<file path="config.mk">
export PLATFORM = sky130hd
export DESIGN_NAME = idcu_top
export DESIGN_NICKNAME = d
export VERILOG_FILES = /design/src/rtl/idcu_pkg.sv /design/src/rtl/idcu_div.sv /design/src/rtl/idcu_top.sv
export VERILOG_INCLUDE_DIRS = /design/src /design/src/rtl
export SDC_FILE = /design/constraint.sdc
export NUM_CORES = 2
export LEC_CHECK = 0
export ABC_AREA = 1
export BUFFER_PORTS_ARGS = -buffer_cell sky130_fd_sc_hd__buf_4
export CAP_MARGIN = 20
export CORE_ASPECT_RATIO = 1.2
export CORE_MARGIN = 2
export CORE_UTILIZATION = 40
export CTS_CLUSTER_SIZE = 24
export DETAILED_ROUTE_END_ITERATION = 10
export PLACE_DENSITY = 0.61
export SLEW_MARGIN = 20
export SYNTH_ARGS = -nofsm -noshare
export SYNTH_HDL_FRONTEND = slang
export SYNTH_SLANG_ARGS = --single-unit
export TNS_END_PERCENT = 1
</file>
<file path="constraint.sdc">
create_clock -name i_ref_clk -period 2.95 [get_ports i_ref_clk]
set_clock_uncertainty 0.2 [all_clocks]
set_input_delay 0.1475 -clock i_ref_clk [delete_from_list [all_inputs] [get_ports i_ref_clk]]
set_output_delay 0.1475 -clock i_ref_clk [all_outputs]
set_load 0.01 [all_outputs]
</file>
<file path="src/rtl/idcu_cfg.svh">
// Offsets, field positions, reset values and counts for the divide/compare unit.
// Assumes a 64-bit core word and a 32-bit condition register with eight 4-bit fields.
`ifndef IDCU_CFG_SVH
`define IDCU_CFG_SVH

// ==========================================================
// Register map
`define IDCU_ADDR_W 8
`define IDCU_OFS_COND 8'h00
`define IDCU_OFS_EXC 8'h04
`define IDCU_OFS_STATUS 8'h08
`define IDCU_OFS_MASK 8'h0C
`define IDCU_OFS_CTRL 8'h10
`define IDCU_OFS_RES_LO 8'h14
`define IDCU_OFS_RES_HI 8'h18

// ==========================================================
// Field positions
`define IDCU_EXC_SO_BIT 31
`define IDCU_EXC_OVF_BIT 30
`define IDCU_CTRL_IMPL64_BIT 0
`define IDCU_EV_DONE 0
`define IDCU_EV_OVF 1
`define IDCU_EV_INVAL 2
`define IDCU_EV_W 3
`define IDCU_COND_FIELDS 8
`define IDCU_HALF_SIGN 31

// ==========================================================
// Reset values and counts
`define IDCU_RST_COND 32'h0000_0000
`define IDCU_RST_CTRL 1'b1
`define IDCU_RST_MASK 3'h0
`define IDCU_XLEN 64

`endif

</file>
<file path="src/rtl/idcu_pkg.sv">
// Types shared by the divide/compare unit.
// Assumes the decoder presents one operation code per request.
package idcu_pkg;

    // ==========================================================
    // Operation codes
    typedef enum logic [3:0] {
        IDCU_OP_DIVD = 4'h0,
        IDCU_OP_DIVWU = 4'h1,
        IDCU_OP_DIVDU = 4'h2,
        IDCU_OP_CMPI = 4'h3,
        IDCU_OP_CMP = 4'h4,
        IDCU_OP_CMPLI = 4'h5,
        IDCU_OP_CMPL = 4'h6,
        IDCU_OP_SUBF = 4'h7
    } idcu_op_e;

    // ==========================================================
    // Sequencer states
    typedef enum logic [2:0] {
        IDCU_ST_IDLE = 3'b001,
        IDCU_ST_DIV = 3'b010,
        IDCU_ST_FIN = 3'b100
    } idcu_state_e;

endpackage

</file>
<file path="src/rtl/idcu_div.sv">
// Iterative unsigned restoring divider, one quotient bit per clock.
// Assumes the caller starts it only when idle and keeps the divisor nonzero.
`timescale 1ns/1ps
module idcu_div #(
    parameter int WIDTH = 64
) (
    input wire logic i_ref_clk,
    input wire logic i_rst_n,
    input wire logic i_start,
    input wire logic [WIDTH-1:0] i_dividend,
    input wire logic [WIDTH-1:0] i_divisor,
    output logic o_done,
    output logic [WIDTH-1:0] o_quot
);
    localparam int CW = $clog2(WIDTH + 1);

    generate
        if (WIDTH < 2) begin : g_chk
            $error("idcu_div needs WIDTH of at least 2");
        end
    endgenerate

    logic [WIDTH-1:0] rem_ff;
    logic [WIDTH-1:0] dvs_ff;
    logic [CW-1:0] cnt_ff;
    logic busy_ff;
    logic [WIDTH:0] trial;
    logic [WIDTH:0] shifted;

    assign shifted = {rem_ff, o_quot[WIDTH-1]};
    assign trial = shifted - {1'b0, dvs_ff};

    always_ff @(posedge i_ref_clk or negedge i_rst_n) begin
        if (!i_rst_n) begin
            rem_ff <= '0;
            o_quot <= '0;
            dvs_ff <= '0;
        end else if (i_start) begin
            rem_ff <= '0;
            o_quot <= i_dividend;
            dvs_ff <= i_divisor;
        end else if (busy_ff) begin
            // Borrow out of the trial means the divisor did not fit
            rem_ff <= trial[WIDTH] ? shifted[WIDTH-1:0] : trial[WIDTH-1:0];
            o_quot <= {o_quot[WIDTH-2:0], ~trial[WIDTH]};
        end
    end

    always_ff @(posedge i_ref_clk or negedge i_rst_n) begin
        if (!i_rst_n) begin
            cnt_ff <= '0;
            busy_ff <= 1'b0;
            o_done <= 1'b0;
        end else begin
            o_done <= busy_ff && (cnt_ff == CW'(1));
            if (i_start) begin
                cnt_ff <= CW'(WIDTH);
                busy_ff <= 1'b1;
            end else if (busy_ff) begin
                cnt_ff <= cnt_ff - CW'(1);
                busy_ff <= (cnt_ff != CW'(1));
            end
        end
    end

endmodule

</file>
<file path="src/rtl/idcu_top.sv">
// Integer divide, subtract-from and compare unit with its condition and exception bits.
// Assumes the decoder holds a request for one cycle and waits while busy is high.
`timescale 1ns/1ps
`include "idcu_cfg.svh"
module idcu_top
    import idcu_pkg::*;
#(
    parameter int XLEN = `IDCU_XLEN
) (
    input wire logic i_ref_clk,
    input wire logic i_rst_n,
    input wire logic i_op_valid,
    input wire idcu_op_e i_op_code,
    input wire logic i_len,
    input wire logic i_record,
    input wire logic i_ovf_en,
    input wire logic [2:0] i_target_cond_field,
    input wire logic [XLEN-1:0] i_first_source_reg,
    input wire logic [XLEN-1:0] i_second_source_reg,
    input wire logic [15:0] i_signed_immediate,
    input wire logic [15:0] i_unsigned_immediate,
    input wire logic [`IDCU_ADDR_W-1:0] i_addr,
    input wire logic [31:0] i_wr_data,
    input wire logic i_wr_en,
    input wire logic i_rd_en,
    output logic o_busy,
    output logic o_done,
    output logic o_invalid,
    output logic [XLEN-1:0] o_result,
    output logic [31:0] o_condition_register,
    output logic o_overflow_bit,
    output logic o_summary_overflow,
    output logic [31:0] o_rd_data,
    output logic o_irq
);
    localparam int HW = XLEN / 2;

    generate
        if (XLEN != 64) begin : g_chk
            $error("idcu_top supports only a 64-bit word");
        end
    endgenerate

    // ==========================================================
    // Helpers
    function automatic logic [2:0] order3(input logic [XLEN-1:0] a, input logic [XLEN-1:0] b,
                                          input logic sgn);
        logic lt;
        logic gt;
        lt = sgn ? ($signed(a) < $signed(b)) : (a < b);
        gt = sgn ? ($signed(a) > $signed(b)) : (a > b);
        // One-hot by construction: equal only when neither order holds
        return {lt, gt, !lt && !gt};
    endfunction

    function automatic logic [XLEN-1:0] ext_half(input logic [XLEN-1:0] v, input logic sgn);
        // Sign taken from big-endian bit 32, the top of the low word
        return {{HW{sgn & v[`IDCU_HALF_SIGN]}}, v[HW-1:0]};
    endfunction

    // ==========================================================
    // State
    idcu_state_e state_ff;
    idcu_state_e nxt_state;
    logic rec_ff;
    logic ovf_en_ff;
    logic neg_ff;
    logic word_ff;
    logic [31:0] cond_ff;
    logic so_ff;
    logic ovf_ff;
    logic impl64_ff;
    logic [`IDCU_EV_W-1:0] status_ff;
    logic [`IDCU_EV_W-1:0] mask_ff;

    // ==========================================================
    // Operand shaping
    logic [XLEN-1:0] op_a;
    logic [XLEN-1:0] op_b;
    logic is_signed_cmp;
    logic is_reg_cmp;
    logic [XLEN-1:0] cmp_a;
    logic [XLEN-1:0] cmp_b;
    logic [XLEN-1:0] imm_ext;
    logic [2:0] cmp_bits;
    logic [XLEN-1:0] diff;
    logic sub_ovf;
    logic div_sgn;
    logic div_word;
    logic [XLEN-1:0] dvd;
    logic [XLEN-1:0] dvs;
    logic div_ovf;
    logic [XLEN-1:0] mag_dvd;
    logic [XLEN-1:0] mag_dvs;
    logic div_done;
    logic [XLEN-1:0] div_quot;
    logic [XLEN-1:0] quot_fix;

    assign op_a = i_first_source_reg;
    assign op_b = i_second_source_reg;
    assign is_signed_cmp = (i_op_code == IDCU_OP_CMPI) || (i_op_code == IDCU_OP_CMP);
    assign is_reg_cmp = (i_op_code == IDCU_OP_CMP) || (i_op_code == IDCU_OP_CMPL);
    // Signed immediate is sign-extended, unsigned one zero-extended
    assign imm_ext = is_signed_cmp ? {{(XLEN-16){i_signed_immediate[15]}}, i_signed_immediate}
                                   : {{(XLEN-16){1'b0}}, i_unsigned_immediate};
    // Short operands are the low words, extended to match the ordering
    assign cmp_a = i_len ? op_a : ext_half(op_a, is_signed_cmp);
    assign cmp_b = !is_reg_cmp ? imm_ext : (i_len ? op_b : ext_half(op_b, is_signed_cmp));
    assign cmp_bits = order3(cmp_a, cmp_b, is_signed_cmp);

    assign diff = op_b - op_a;
    assign sub_ovf = (op_a[XLEN-1] != op_b[XLEN-1]) && (diff[XLEN-1] != op_b[XLEN-1]);

    assign div_sgn = (i_op_code == IDCU_OP_DIVD);
    assign div_word = (i_op_code == IDCU_OP_DIVWU);
    // Word form divides zero-extended low words; doubleword forms use full registers
    assign dvd = div_word ? {{HW{1'b0}}, op_a[HW-1:0]} : op_a;
    assign dvs = div_word ? {{HW{1'b0}}, op_b[HW-1:0]} : op_b;
    assign div_ovf = (dvs == '0) ||
                     (div_sgn && (dvd == {1'b1, {(XLEN-1){1'b0}}}) && (&dvs));
    assign mag_dvd = (div_sgn && dvd[XLEN-1]) ? (~dvd + XLEN'(1)) : dvd;
    assign mag_dvs = (div_sgn && dvs[XLEN-1]) ? (~dvs + XLEN'(1)) : dvs;

    // ==========================================================
    // Completion decode, shared by single-cycle ops and the divide tail
    logic fin_vld;
    logic fin_res_we;
    logic [XLEN-1:0] fin_res;
    logic fin_cr_we;
    logic [2:0] fin_field;
    logic [2:0] fin_bits;
    logic fin_ovf_we;
    logic fin_ovf;
    logic fin_inval;
    logic div_start;
    logic so_now;

    assign quot_fix = neg_ff ? (~div_quot + XLEN'(1)) : div_quot;

    always_comb begin
        fin_vld = 1'b0;
        fin_res_we = 1'b0;
        fin_res = '0;
        fin_cr_we = 1'b0;
        fin_field = 3'h0;
        fin_bits = 3'h0;
        fin_ovf_we = 1'b0;
        fin_ovf = 1'b0;
        fin_inval = 1'b0;
        div_start = 1'b0;
        if ((state_ff == IDCU_ST_IDLE) && i_op_valid) begin
            case (i_op_code)
                IDCU_OP_CMPI, IDCU_OP_CMP, IDCU_OP_CMPLI, IDCU_OP_CMPL: begin
                    if (i_len && !impl64_ff) begin
                        fin_inval = 1'b1;
                    end else begin
                        fin_vld = 1'b1;
                        fin_cr_we = 1'b1;
                        fin_field = i_target_cond_field;
                        fin_bits = cmp_bits;
                    end
                end
                IDCU_OP_SUBF: begin
                    fin_vld = 1'b1;
                    fin_res_we = 1'b1;
                    fin_res = diff;
                    fin_cr_we = i_record;
                    fin_bits = order3(diff, '0, 1'b1);
                    fin_ovf_we = i_ovf_en;
                    fin_ovf = sub_ovf;
                end
                IDCU_OP_DIVD, IDCU_OP_DIVDU, IDCU_OP_DIVWU: begin
                    if (!impl64_ff && !div_word) begin
                        // Doubleword divide has no meaning on a 32-bit implementation
                        fin_inval = 1'b1;
                    end else if (div_ovf) begin
                        // Quotient undefined; zero is returned without iterating
                        fin_vld = 1'b1;
                        fin_res_we = 1'b1;
                        fin_cr_we = i_record;
                        fin_bits = 3'b001;
                        fin_ovf_we = i_ovf_en;
                        fin_ovf = 1'b1;
                    end else begin
                        div_start = 1'b1;
                    end
                end
                default: begin
                    fin_inval = 1'b1;
                end
            endcase
        end else if (state_ff == IDCU_ST_FIN) begin
            fin_vld = 1'b1;
            fin_res_we = 1'b1;
            // Upper half of a word quotient is left as zero
            fin_res = word_ff ? {{HW{1'b0}}, quot_fix[HW-1:0]} : quot_fix;
            fin_cr_we = rec_ff;
            fin_bits = order3(fin_res, '0, 1'b1);
            fin_ovf_we = ovf_en_ff;
            fin_ovf = 1'b0;
        end
    end

    // Compare sees the bit as it stands; a divide sees its own update
    assign so_now = fin_ovf_we ? (so_ff | fin_ovf) : so_ff;

    // ==========================================================
    // Sequencer
    always_comb begin
        nxt_state = state_ff;
        case (state_ff)
            IDCU_ST_IDLE: begin
                if (div_start) begin
                    nxt_state = IDCU_ST_DIV;
                end
            end
            IDCU_ST_DIV: begin
                if (div_done) begin
                    nxt_state = IDCU_ST_FIN;
                end
            end
            IDCU_ST_FIN: begin
                nxt_state = IDCU_ST_IDLE;
            end
            default: begin
                nxt_state = IDCU_ST_IDLE;
            end
        endcase
    end

    always_ff @(posedge i_ref_clk or negedge i_rst_n) begin
        if (!i_rst_n) begin
            state_ff <= IDCU_ST_IDLE;
            o_busy <= 1'b0;
        end else begin
            state_ff <= nxt_state;
            o_busy <= (nxt_state != IDCU_ST_IDLE);
        end
    end

    always_ff @(posedge i_ref_clk or negedge i_rst_n) begin
        if (!i_rst_n) begin
            rec_ff <= 1'b0;
            ovf_en_ff <= 1'b0;
            neg_ff <= 1'b0;
            word_ff <= 1'b0;
        end else if (div_start) begin
            rec_ff <= i_record;
            ovf_en_ff <= i_ovf_en;
            neg_ff <= div_sgn && (dvd[XLEN-1] ^ dvs[XLEN-1]);
            word_ff <= div_word;
        end
    end

    idcu_div #(
        .WIDTH(XLEN)
    ) u_div (
        .i_ref_clk(i_ref_clk),
        .i_rst_n(i_rst_n),
        .i_start(div_start),
        .i_dividend(mag_dvd),
        .i_divisor(mag_dvs),
        .o_done(div_done),
        .o_quot(div_quot)
    );

    // ==========================================================
    // Results
    always_ff @(posedge i_ref_clk or negedge i_rst_n) begin
        if (!i_rst_n) begin
            o_result <= '0;
            o_done <= 1'b0;
            o_invalid <= 1'b0;
        end else begin
            o_done <= fin_vld;
            o_invalid <= fin_inval;
            if (fin_res_we) begin
                o_result <= fin_res;
            end
        end
    end

    // Hardware update wins over a software write in the same cycle
    always_ff @(posedge i_ref_clk or negedge i_rst_n) begin
        if (!i_rst_n) begin
            cond_ff <= `IDCU_RST_COND;
        end else if (fin_cr_we) begin
            cond_ff[31 - 4 * fin_field -: 4] <= {fin_bits, so_now};
        end else if (i_wr_en && (i_addr == `IDCU_OFS_COND)) begin
            cond_ff <= i_wr_data;
        end
    end

    always_ff @(posedge i_ref_clk or negedge i_rst_n) begin
        if (!i_rst_n) begin
            so_ff <= 1'b0;
            ovf_ff <= 1'b0;
        end else if (fin_ovf_we) begin
            ovf_ff <= fin_ovf;
            so_ff <= so_ff | fin_ovf;
        end else if (i_wr_en && (i_addr == `IDCU_OFS_EXC)) begin
            ovf_ff <= i_wr_data[`IDCU_EXC_OVF_BIT];
            so_ff <= i_wr_data[`IDCU_EXC_SO_BIT];
        end
    end

    assign o_condition_register = cond_ff;
    assign o_overflow_bit = ovf_ff;
    assign o_summary_overflow = so_ff;

    // ==========================================================
    // Control, interrupt status and mask
    logic [`IDCU_EV_W-1:0] events;
    logic [`IDCU_EV_W-1:0] nxt_status;

    assign events = {fin_inval, fin_ovf_we & fin_ovf, fin_vld};
    // A read clears the bits it saw; events of the same cycle survive
    assign nxt_status = ((i_rd_en && (i_addr == `IDCU_OFS_STATUS)) ? '0 : status_ff) | events;

    always_ff @(posedge i_ref_clk or negedge i_rst_n) begin
        if (!i_rst_n) begin
            impl64_ff <= `IDCU_RST_CTRL;
            mask_ff <= `IDCU_RST_MASK;
        end else if (i_wr_en) begin
            if (i_addr == `IDCU_OFS_CTRL) begin
                impl64_ff <= i_wr_data[`IDCU_CTRL_IMPL64_BIT];
            end
            if (i_addr == `IDCU_OFS_MASK) begin
                mask_ff <= i_wr_data[`IDCU_EV_W-1:0];
            end
        end
    end

    always_ff @(posedge i_ref_clk or negedge i_rst_n) begin
        if (!i_rst_n) begin
            status_ff <= '0;
            o_irq <= 1'b0;
        end else begin
            status_ff <= nxt_status;
            o_irq <= |(nxt_status & mask_ff);
        end
    end

    // ==========================================================
    // Read port: data valid only in the cycle after the strobe
    always_ff @(posedge i_ref_clk or negedge i_rst_n) begin
        if (!i_rst_n) begin
            o_rd_data <= 32'h0000_0000;
        end else if (i_rd_en) begin
            case (i_addr)
                `IDCU_OFS_COND: o_rd_data <= cond_ff;
                `IDCU_OFS_EXC: o_rd_data <= {so_ff, ovf_ff, 30'h0000_0000};
                `IDCU_OFS_STATUS: o_rd_data <= {29'h0000_0000, status_ff};
                `IDCU_OFS_MASK: o_rd_data <= {29'h0000_0000, mask_ff};
                `IDCU_OFS_CTRL: o_rd_data <= {31'h0000_0000, impl64_ff};
                `IDCU_OFS_RES_LO: o_rd_data <= o_result[31:0];
                `IDCU_OFS_RES_HI: o_rd_data <= o_result[XLEN-1:32];
                default: o_rd_data <= 32'h0000_0000;
            endcase
        end else begin
            o_rd_data <= 32'h0000_0000;
        end
    end

endmodule

</file>
---- After elaboration in Yosys (flattened, before gate mapping) ----
Index checks and enable logic that the tools add are counted.
storage, ports and cells
  bits in registers ....................... 349
  input bits .............................. 215
operators by class
  magnitude comparators ................... 8
  reduce and logical (&&, ||, !) cells .... 39
  equality and inequality tests ........... 22
  shift-type cells ........................ 2
  bitwise operators ....................... 11
  muxes and demuxes ....................... 75
  $add $sub $neg .......................... 8
operator list
  operator                                                                          number
  64-bit two-way mux                                                                18
  32-bit one-hot mux with 7 select lines                                            1
  64-bit by 1-bit adder with 64-bit output, second input constant                   3
  64-bit NOT                                                                        3
  64-bit by 1-bit greater-than comparator with 1-bit output, second input constant  2
  64-bit greater-than comparator                                                    2
  64-bit by 1-bit less-than comparator with 1-bit output, second input constant     2
  64-bit less-than comparator                                                       2
  32-bit two-way mux                                                                3
  65-bit by 64-bit subtractor with 65-bit output                                    1
  64-bit == test, second input constant                                             1
  64-bit logical NOT                                                                1
  64-bit AND reduction                                                              1
  64-bit subtractor                                                                 1
  4-bit by 34-bit variable shift with 35-bit output, first input constant           1
  4-bit by 34-bit indexed part select with 35-bit output                            1
  32-bit negator with 34-bit output                                                 1
  1-bit two-way mux                                                                 33
  32-bit bitwise mux                                                                1
  3-bit two-way mux                                                                 9
  8-bit by 5-bit == test with 1-bit output, second input constant                   3
  4-bit by 3-bit == test with 1-bit output, second input constant                   4
  8-bit by 4-bit == test with 1-bit output, second input constant                   2
  1-bit logical AND                                                                 16
  other kinds (31)                                                                  53

---- Depth between registers and ports, before layout ----
  word-level depth ........................ 15
  gate-level depth with buffers ........... 27

---- Hierarchy ----
Synthesis repeated with hierarchy kept, for this count alone.
second synthesis, totals
  cell total of the unflattened synthesis .. 6,510
  area total of the unflattened synthesis .. 37,648.6 µm²
by module, submodules not included
  module    cells an instance  area an instance (µm²)  times used  sequential area each (µm²)
  idcu_top  4,173              22,907.0                1           3,706.1
  idcu_div  2,337              14,741.6                1           5,029.8

---- Worst setup path after synthesis ----
Ideal clock, no wire load.
  path kind ............................... input -> register
  from .................................... in i_op_code[0]
  to ...................................... reg cond_ff[5], in the netlist o_condition_register[5]
  arrival ................................. 3.114 ns
  stages .................................. 24
  path buffers ............................ 2
  setup slack ............................. -0.429 ns
  required time ........................... 2.685 ns
  cell sequence ........................... nor2_1 nand2_1 nand2_1 a21oi_1 inv_1 clkbuf_1 clkbuf_1 o21ai_0 ha_1 nand2_1 inv_1 nand3_1 nor3_1 nor4b_1 nand2_1 nor4_1 nand4_1 nand2_1 inv_1 nand2_1 nand2_1 nand2_1 nand2_1 nand2_1
on the way
  longest elaborated chain between the ends .. 15
  elaborated cells on any way between the ends .. 65
ends and longest elaborated chain
  item                                                                        line                                             source
  start, declared                                                             idcu_top.sv:13                                   input wire idcu_op_e i_op_code,
  4-bit by 2-bit == test with 1-bit output, or another cell as far along      idcu_top.sv:101, idcu_top.sv:152
  1-bit logical OR or 64-bit two-way mux (tied branches)                      idcu_top.sv:101, idcu_top.sv:117
  1-bit AND or 64-bit == test (tied branches)                                 idcu_top.sv:58, idcu_top.sv:120
  64-bit two-way mux or 1-bit logical AND (tied branches) (2 in series)       idcu_top.sv:108, idcu_top.sv:120
  64-bit less-than comparator, or another cell as far along                   idcu_top.sv:50                                   lt = sgn ? ($signed(a) < $signed(b)) : (a < b);
  1-bit two-way mux (on tied branches)                                        idcu_top.sv:50, idcu_top.sv:51, idcu_top.sv:176
  1-bit logical NOT or 1-bit two-way mux (tied branches)                      idcu_top.sv:53, idcu_top.sv:173
  1-bit logical AND or 1-bit one-hot mux with 2 select lines (tied branches)  idcu_top.sv:53, idcu_top.sv:152
  3-bit two-way mux or 1-bit two-way mux (tied branches)                      idcu_top.sv:154, idcu_top.sv:151
  3-bit one-hot mux with 3 select lines or 1-bit OR (tied branches)           idcu_top.sv:152, idcu_top.sv:205
  3-bit two-way mux or 1-bit two-way mux (tied branches)                      idcu_top.sv:151, idcu_top.sv:205
  4-bit by 34-bit indexed part select with 35-bit output                      idcu_top.sv:288                                  cond_ff[31 - 4 * fin_field -: 4] <= {fin_bits, so_now};
  32-bit bitwise mux                                                          idcu_top.sv:288
  32-bit two-way mux                                                          idcu_top.sv:287                                  end else if (fin_cr_we) begin
  end signal, assigned                                                        idcu_top.sv:286                                  cond_ff <= `IDCU_RST_COND;
  end signal, assigned by index                                               idcu_top.sv:288
  end signal, assigned                                                        idcu_top.sv:290                                  cond_ff <= i_wr_data;
  end, declared                                                               idcu_top.sv:69                                   logic [31:0] cond_ff;
Several ways; a longest one is shown, not always the timed one.
A chain may end at the register's enable or synchronous reset.

---- Final worst setup path ----
  from .................................... reg u_div.o_quot[63]
  to ...................................... reg u_div.rem_ff[42]
on the way
  longest elaborated chain between the ends .. 4
ends and longest elaborated chain
  item                                            line            source
  start, declared                                 idcu_div.sv:13  output logic [WIDTH-1:0] o_quot
  start signal, assigned                          idcu_div.sv:40  o_quot <= i_dividend;
  start signal, assigned                          idcu_div.sv:45  o_quot <= {o_quot[WIDTH-2:0], ~trial[WIDTH]};
  65-bit by 64-bit subtractor with 65-bit output  idcu_div.sv:31  assign trial = shifted - {1'b0, dvs_ff};
  64-bit two-way mux                              idcu_div.sv:44  rem_ff <= trial[WIDTH] ? shifted[WIDTH-1:0] : trial[WIDTH-1:0];
  64-bit two-way mux                              idcu_div.sv:42  end else if (busy_ff) begin
  64-bit two-way mux                              idcu_div.sv:38  end else if (i_start) begin
  end signal, assigned                            idcu_div.sv:44
  end, declared                                   idcu_div.sv:23  logic [WIDTH-1:0] rem_ff;
No other way between the ends. The select of a mux whose other input is x is not followed.

==> flow_summary_export.csv <==
group,metric,value,unit
outcome,status,"finished, violations left",
outcome,violations,"negative hold slack, negative setup slack",
timing,slew_headroom,52.2,%
synthesis,synthSimpleGateAreaFrac,34.6,%
timing,fin_setup_tns,-6900,ps
power_and_ir_drop,switching_share,33.4,%
floorplanning,fp-row-count,118,
placement,place.gp.congestion,1.05,
cts,path_clk_slew,60,ps
global_routing,grt_pass1_wl,275000,um
cts,cts_tree,"built",
setup_path,timing.rr.end,"u_div.rem_ff[42]",
cts,cts-root-buf,"clkbuf_16",
cts,clockBufferDepth,3,
setup_path,cp.required,3230,ps
drt,dr_total_vias,45800,
synthesis,synth_mux_area_share,0.0652,%
setup_path,crit_slowest_cell,"fa_2",
drt,drt-total-wl,190000,um
global_routing,track_usage,41.4,%
setup_path,critPathMaxStageDelay,380,ps
global_routing,antenna_found_initial,6,
floorplanning,die_height,326,um
synthesis,syn_area,34500,um^2
setup_path,r2r-start,"u_div.o_quot[63]",
power_and_ir_drop,combPwrFrac,30.1,%
placement,io_buffers,348,
drt,routed_via_density,5.35,
synthesis,post_synth_xor_area_fraction,5.70,%
cts,cts_made_buffers,41,
setup_path,ff2ff_setup_slack,-180,ps
min_path,whs_path_depth,5,
timing,whs,-7.95,ps
synthesis,synth_top_family_by_area,"simple AND/OR/NAND/NOR gates",
synthesis,ys.warnings.count,0,
timing,setup_viol,89,
final_layout,area_growth,53.9,%
floorplanning,num_io_pins,349,
drt,drt_first_iter_violations,4116,
setup_path,arrival,3410,ps
timing,finalCritPeriodShare,106,%
drt,wl_per_cell,22.2,um
floorplanning,coreArea,85900,um^2
min_path,hold_path_end,"u_div.o_quot[45]",
cts,clock_sinks,349,
setup_path,rr_worst_depth,16,
power_and_ir_drop,p_clk_share,37.7,%
flow_run,drv_cap,0,
placement,dp_cells,8330,
synthesis,syn_nets,6046,
final_layout,final_area,53200,um^2
synthesis,synth_ff_type,"dfrtp_1",
synthesis,seq_area_frac_synth,25.3,%
min_path,min_path_type,"input port to flop",
setup_path,critPathBufInv,4,
power_and_ir_drop,power_switching,0.00505,W
power_and_ir_drop,power.density,284,nW/um^2
cts,htreeDepth,2,
cts,clk_latency,620,ps
timing,rsz0062_at_grt,"true",
power_and_ir_drop,leakage,29.0,nW
setup_path,path_class,"flop to flop",
floorplanning,initial_utilization,40.2,%
placement,dp_hpwl,159000,um
global_routing,grt_max_degree,90,
drt,drc,0,
final_layout,post-route-util,61.9,%
setup_path,start_kind,"flop",
synthesis,synth_cells,5632,
timing,fmax,319,MHz
final_layout,nets,7789,
global_routing,grt_pass1_vias,44000,
synthesis,synth_edf_count,0,
synthesis,synth_adder_area_share,7.25,%
timing,fin_crit,3130,ps
power_and_ir_drop,ir_drop,0.000428,V
timing,slew_viol_final,0,
synthesis,synth-async-reset-ratio,100,%
floorplanning,dieArea,88700,um^2
timing,max_slew.worst_pin.slew,717,ps
placement,place_area,48900,um^2
setup_path,crit_family,"compound AO/OA/AOI/OAI gates",
drt,ant_nets,0,
power_and_ir_drop,p_int,0.0101,W
synthesis,synth_compound_area_share,16.1,%
synthesis,ys_ff_latch,349,
synthesis,netlist-cell-type-count,62,
final_layout,drive_gt1_share,28.8,%
setup_path,cp_cell_sequence,"inv_2, ha_4, fa_2, o31ai_4, a31oi_4, o21bai_4, a21o_1, nand3_2, nand2_2, nand2_4, nand2_8, inv_8, buf_12, buf_4, o21ai_2, o21ai_1",
floorplanning,die_w,272,um
global_routing,overflow,0,
synthesis,syn_area_per_cell,6.13,um^2
min_path,worstHoldStart,"i_first_source_reg[45]",
power_and_ir_drop,seqPwrFrac,32.2,%
drt,drt-pass1-iter-count,6,
timing,hold_violations,1,
setup_path,cp_max_fo,19,
final_layout,final_cells,8553,
timing,layout_setup_ws,-183,ps
setup_path,end_kind,"flop",
[stage by stage]
stage               power, W  worst slack, ps
CTS                   0.0150             -183
floorplan            0.00656            -15.9
global route          0.0156             -263
detailed placement   0.00916             -828
finish                0.0151             -183
global placement     0.00916             -779
[cell usage in the layout, fill, tap and decap left out, drive strengths merged, types with 51 or more instances in the layout]
cell / n
buf: 1739
nand2: 1710
inv: 818
nor2: 646
o21ai: 399
dfrtp: 347
nand3: 326
a21oi: 294
ha: 197
xor2: 174
dlygate4sd3: 119
o221ai: 96
nand4: 90
nor3: 81
clkbuf: 54
o211ai: 52
xnor2: 51
[synthesized netlist by cell type (all sizes together), types with 3 or more instances]
master	count	area, um^2
o21ai	399	2010
a21boi	8	60.1
a211oi	4	30.0
or2	6	37.5
o311ai	3	26.3
clkbuf	104	392
nor3b	3	22.5
nor4	28	175
nand2	1710	6440
o221ai	96	841
a221oi	5	43.8
xor2	174	1520
o21bai	13	101
o211ai	52	390
nor2	646	2440
and2	3	18.8
a31oi	39	244
nand3	326	1640
nor3	81	420
o2111ai	3	26.3
dfrtp	347	8680
o31ai	7	57.6
and3	3	18.8
inv	816	3060
a21oi	294	1480
buf	57	318
xnor2	51	447
nand4	90	563
nand3b	23	173
ha	197	2460
o21a	9	67.6
o22ai	6	37.5
o41ai	5	43.8
a21o	9	67.6
[sequential cells by signal, indices dropped and copies added (netlist names), 3 cells and up]
| name | cells |
|---|---|
| state_ff | 3 |
| o_rd_data | 32 |
| status_ff | 3 |
| o_condition_register | 32 |
| u_div.o_quot | 64 |
| u_div.rem_ff | 64 |
| o_result | 64 |
| u_div.dvs_ff | 64 |
| u_div.cnt_ff | 7 |
| mask_ff | 3 |
[worst max-delay path by stage]
stage / start / endpoint / slack, ps / cells after the start
after floorplan: i_op_code[3] / o_condition_register[21] / -20 / 26
after global placement: i_op_code[3] / o_condition_register[31] / -780 / 26
after detailed placement: i_op_code[3] / o_condition_register[15] / -830 / 25
final: u_div.o_quot[63] / u_div.rem_ff[42] / -180 / 16
after CTS: i_op_code[3] / o_condition_register[5] / -180 / 25
after global routing: u_div.o_quot[11] / o_condition_register[29] / -260 / 17
[worst register-to-register path, stage by stage (launching register included)]
cell and delay [ps]:
dfrtp_1 360, inv_2 90, ha_4 180, fa_2 380
o31ai_4 280, a31oi_4 170, o21bai_4 180, a21o_1 220
nand3_2 130, nand2_2 110, nand2_4 70, nand2_8 120
inv_8 70, buf_12 150, buf_4 150, o21ai_2 100
o21ai_1 70
[power groups by stage]
stage / Combinational [W] / Clock, W / Sequential, W
after global routing: 0.00484 / 0.00588 / 0.00486
after floorplan: 0.00162 / 0 / 0.00494
final: 0.00455 / 0.00569 / 0.00486
after detailed placement: 0.00422 / 0 / 0.00495
after CTS: 0.00437 / 0.00573 / 0.00486
after global placement: 0.00421 / 0 / 0.00495
[cell type report]
| type | instances | area (um^2) |
|---|---|---|
| Antenna cell | 6 | 15.0 |
| Clock buffer | 52 | 1110 |
| Clock inverter | 23 | 343 |
| Fill cell | 8288 | 32700 |
| Inverter | 818 | 3100 |
| Multi-Input combinational cell | 4304 | 23400 |
| Sequential cell | 349 | 8740 |
| Tap cell | 1140 | 1430 |
| Timing Repair Buffer | 1861 | 15100 |
[per-layer routing]
| metal | global-route usage [%] | vias to the layer above | wire length, um |
|---|---|---|---|
| met2 | 67.1 | 2107 | 85200 |
| met4 | 26.2 | 6 | 14900 |
| li1 | - | 21800 | - |
| met1 | 51.2 | 21400 | 74900 |
| met5 | 0 | - | 43 |
| met3 | 6.35 | 534 | 15000 |
[what timing repair did]
item,4_1_cts,5_1_grt
pin swaps,18,74
setup buffers,4,14
hold buffers,120,0
setup endpoints to repair,203,280
hold endpoints to repair,457,0
resized for setup,170,256
gates cloned,2,2
[kinds of logic (layout without fill, tap and decap cells)]
group | count (synthesis) | count (layout)
buffers and inverters | 979 | 2754
AND/OR/NAND/NOR | 2920 | 2920
other | 0 | 6
XOR/XNOR | 225 | 225
flip-flops | 349 | 349
AO/OA/AOI/OAI | 958 | 958
adder cells (fa/ha/maj) | 199 | 199
multiplexers | 2 | 2
Power figures use the tool's default switching activity.
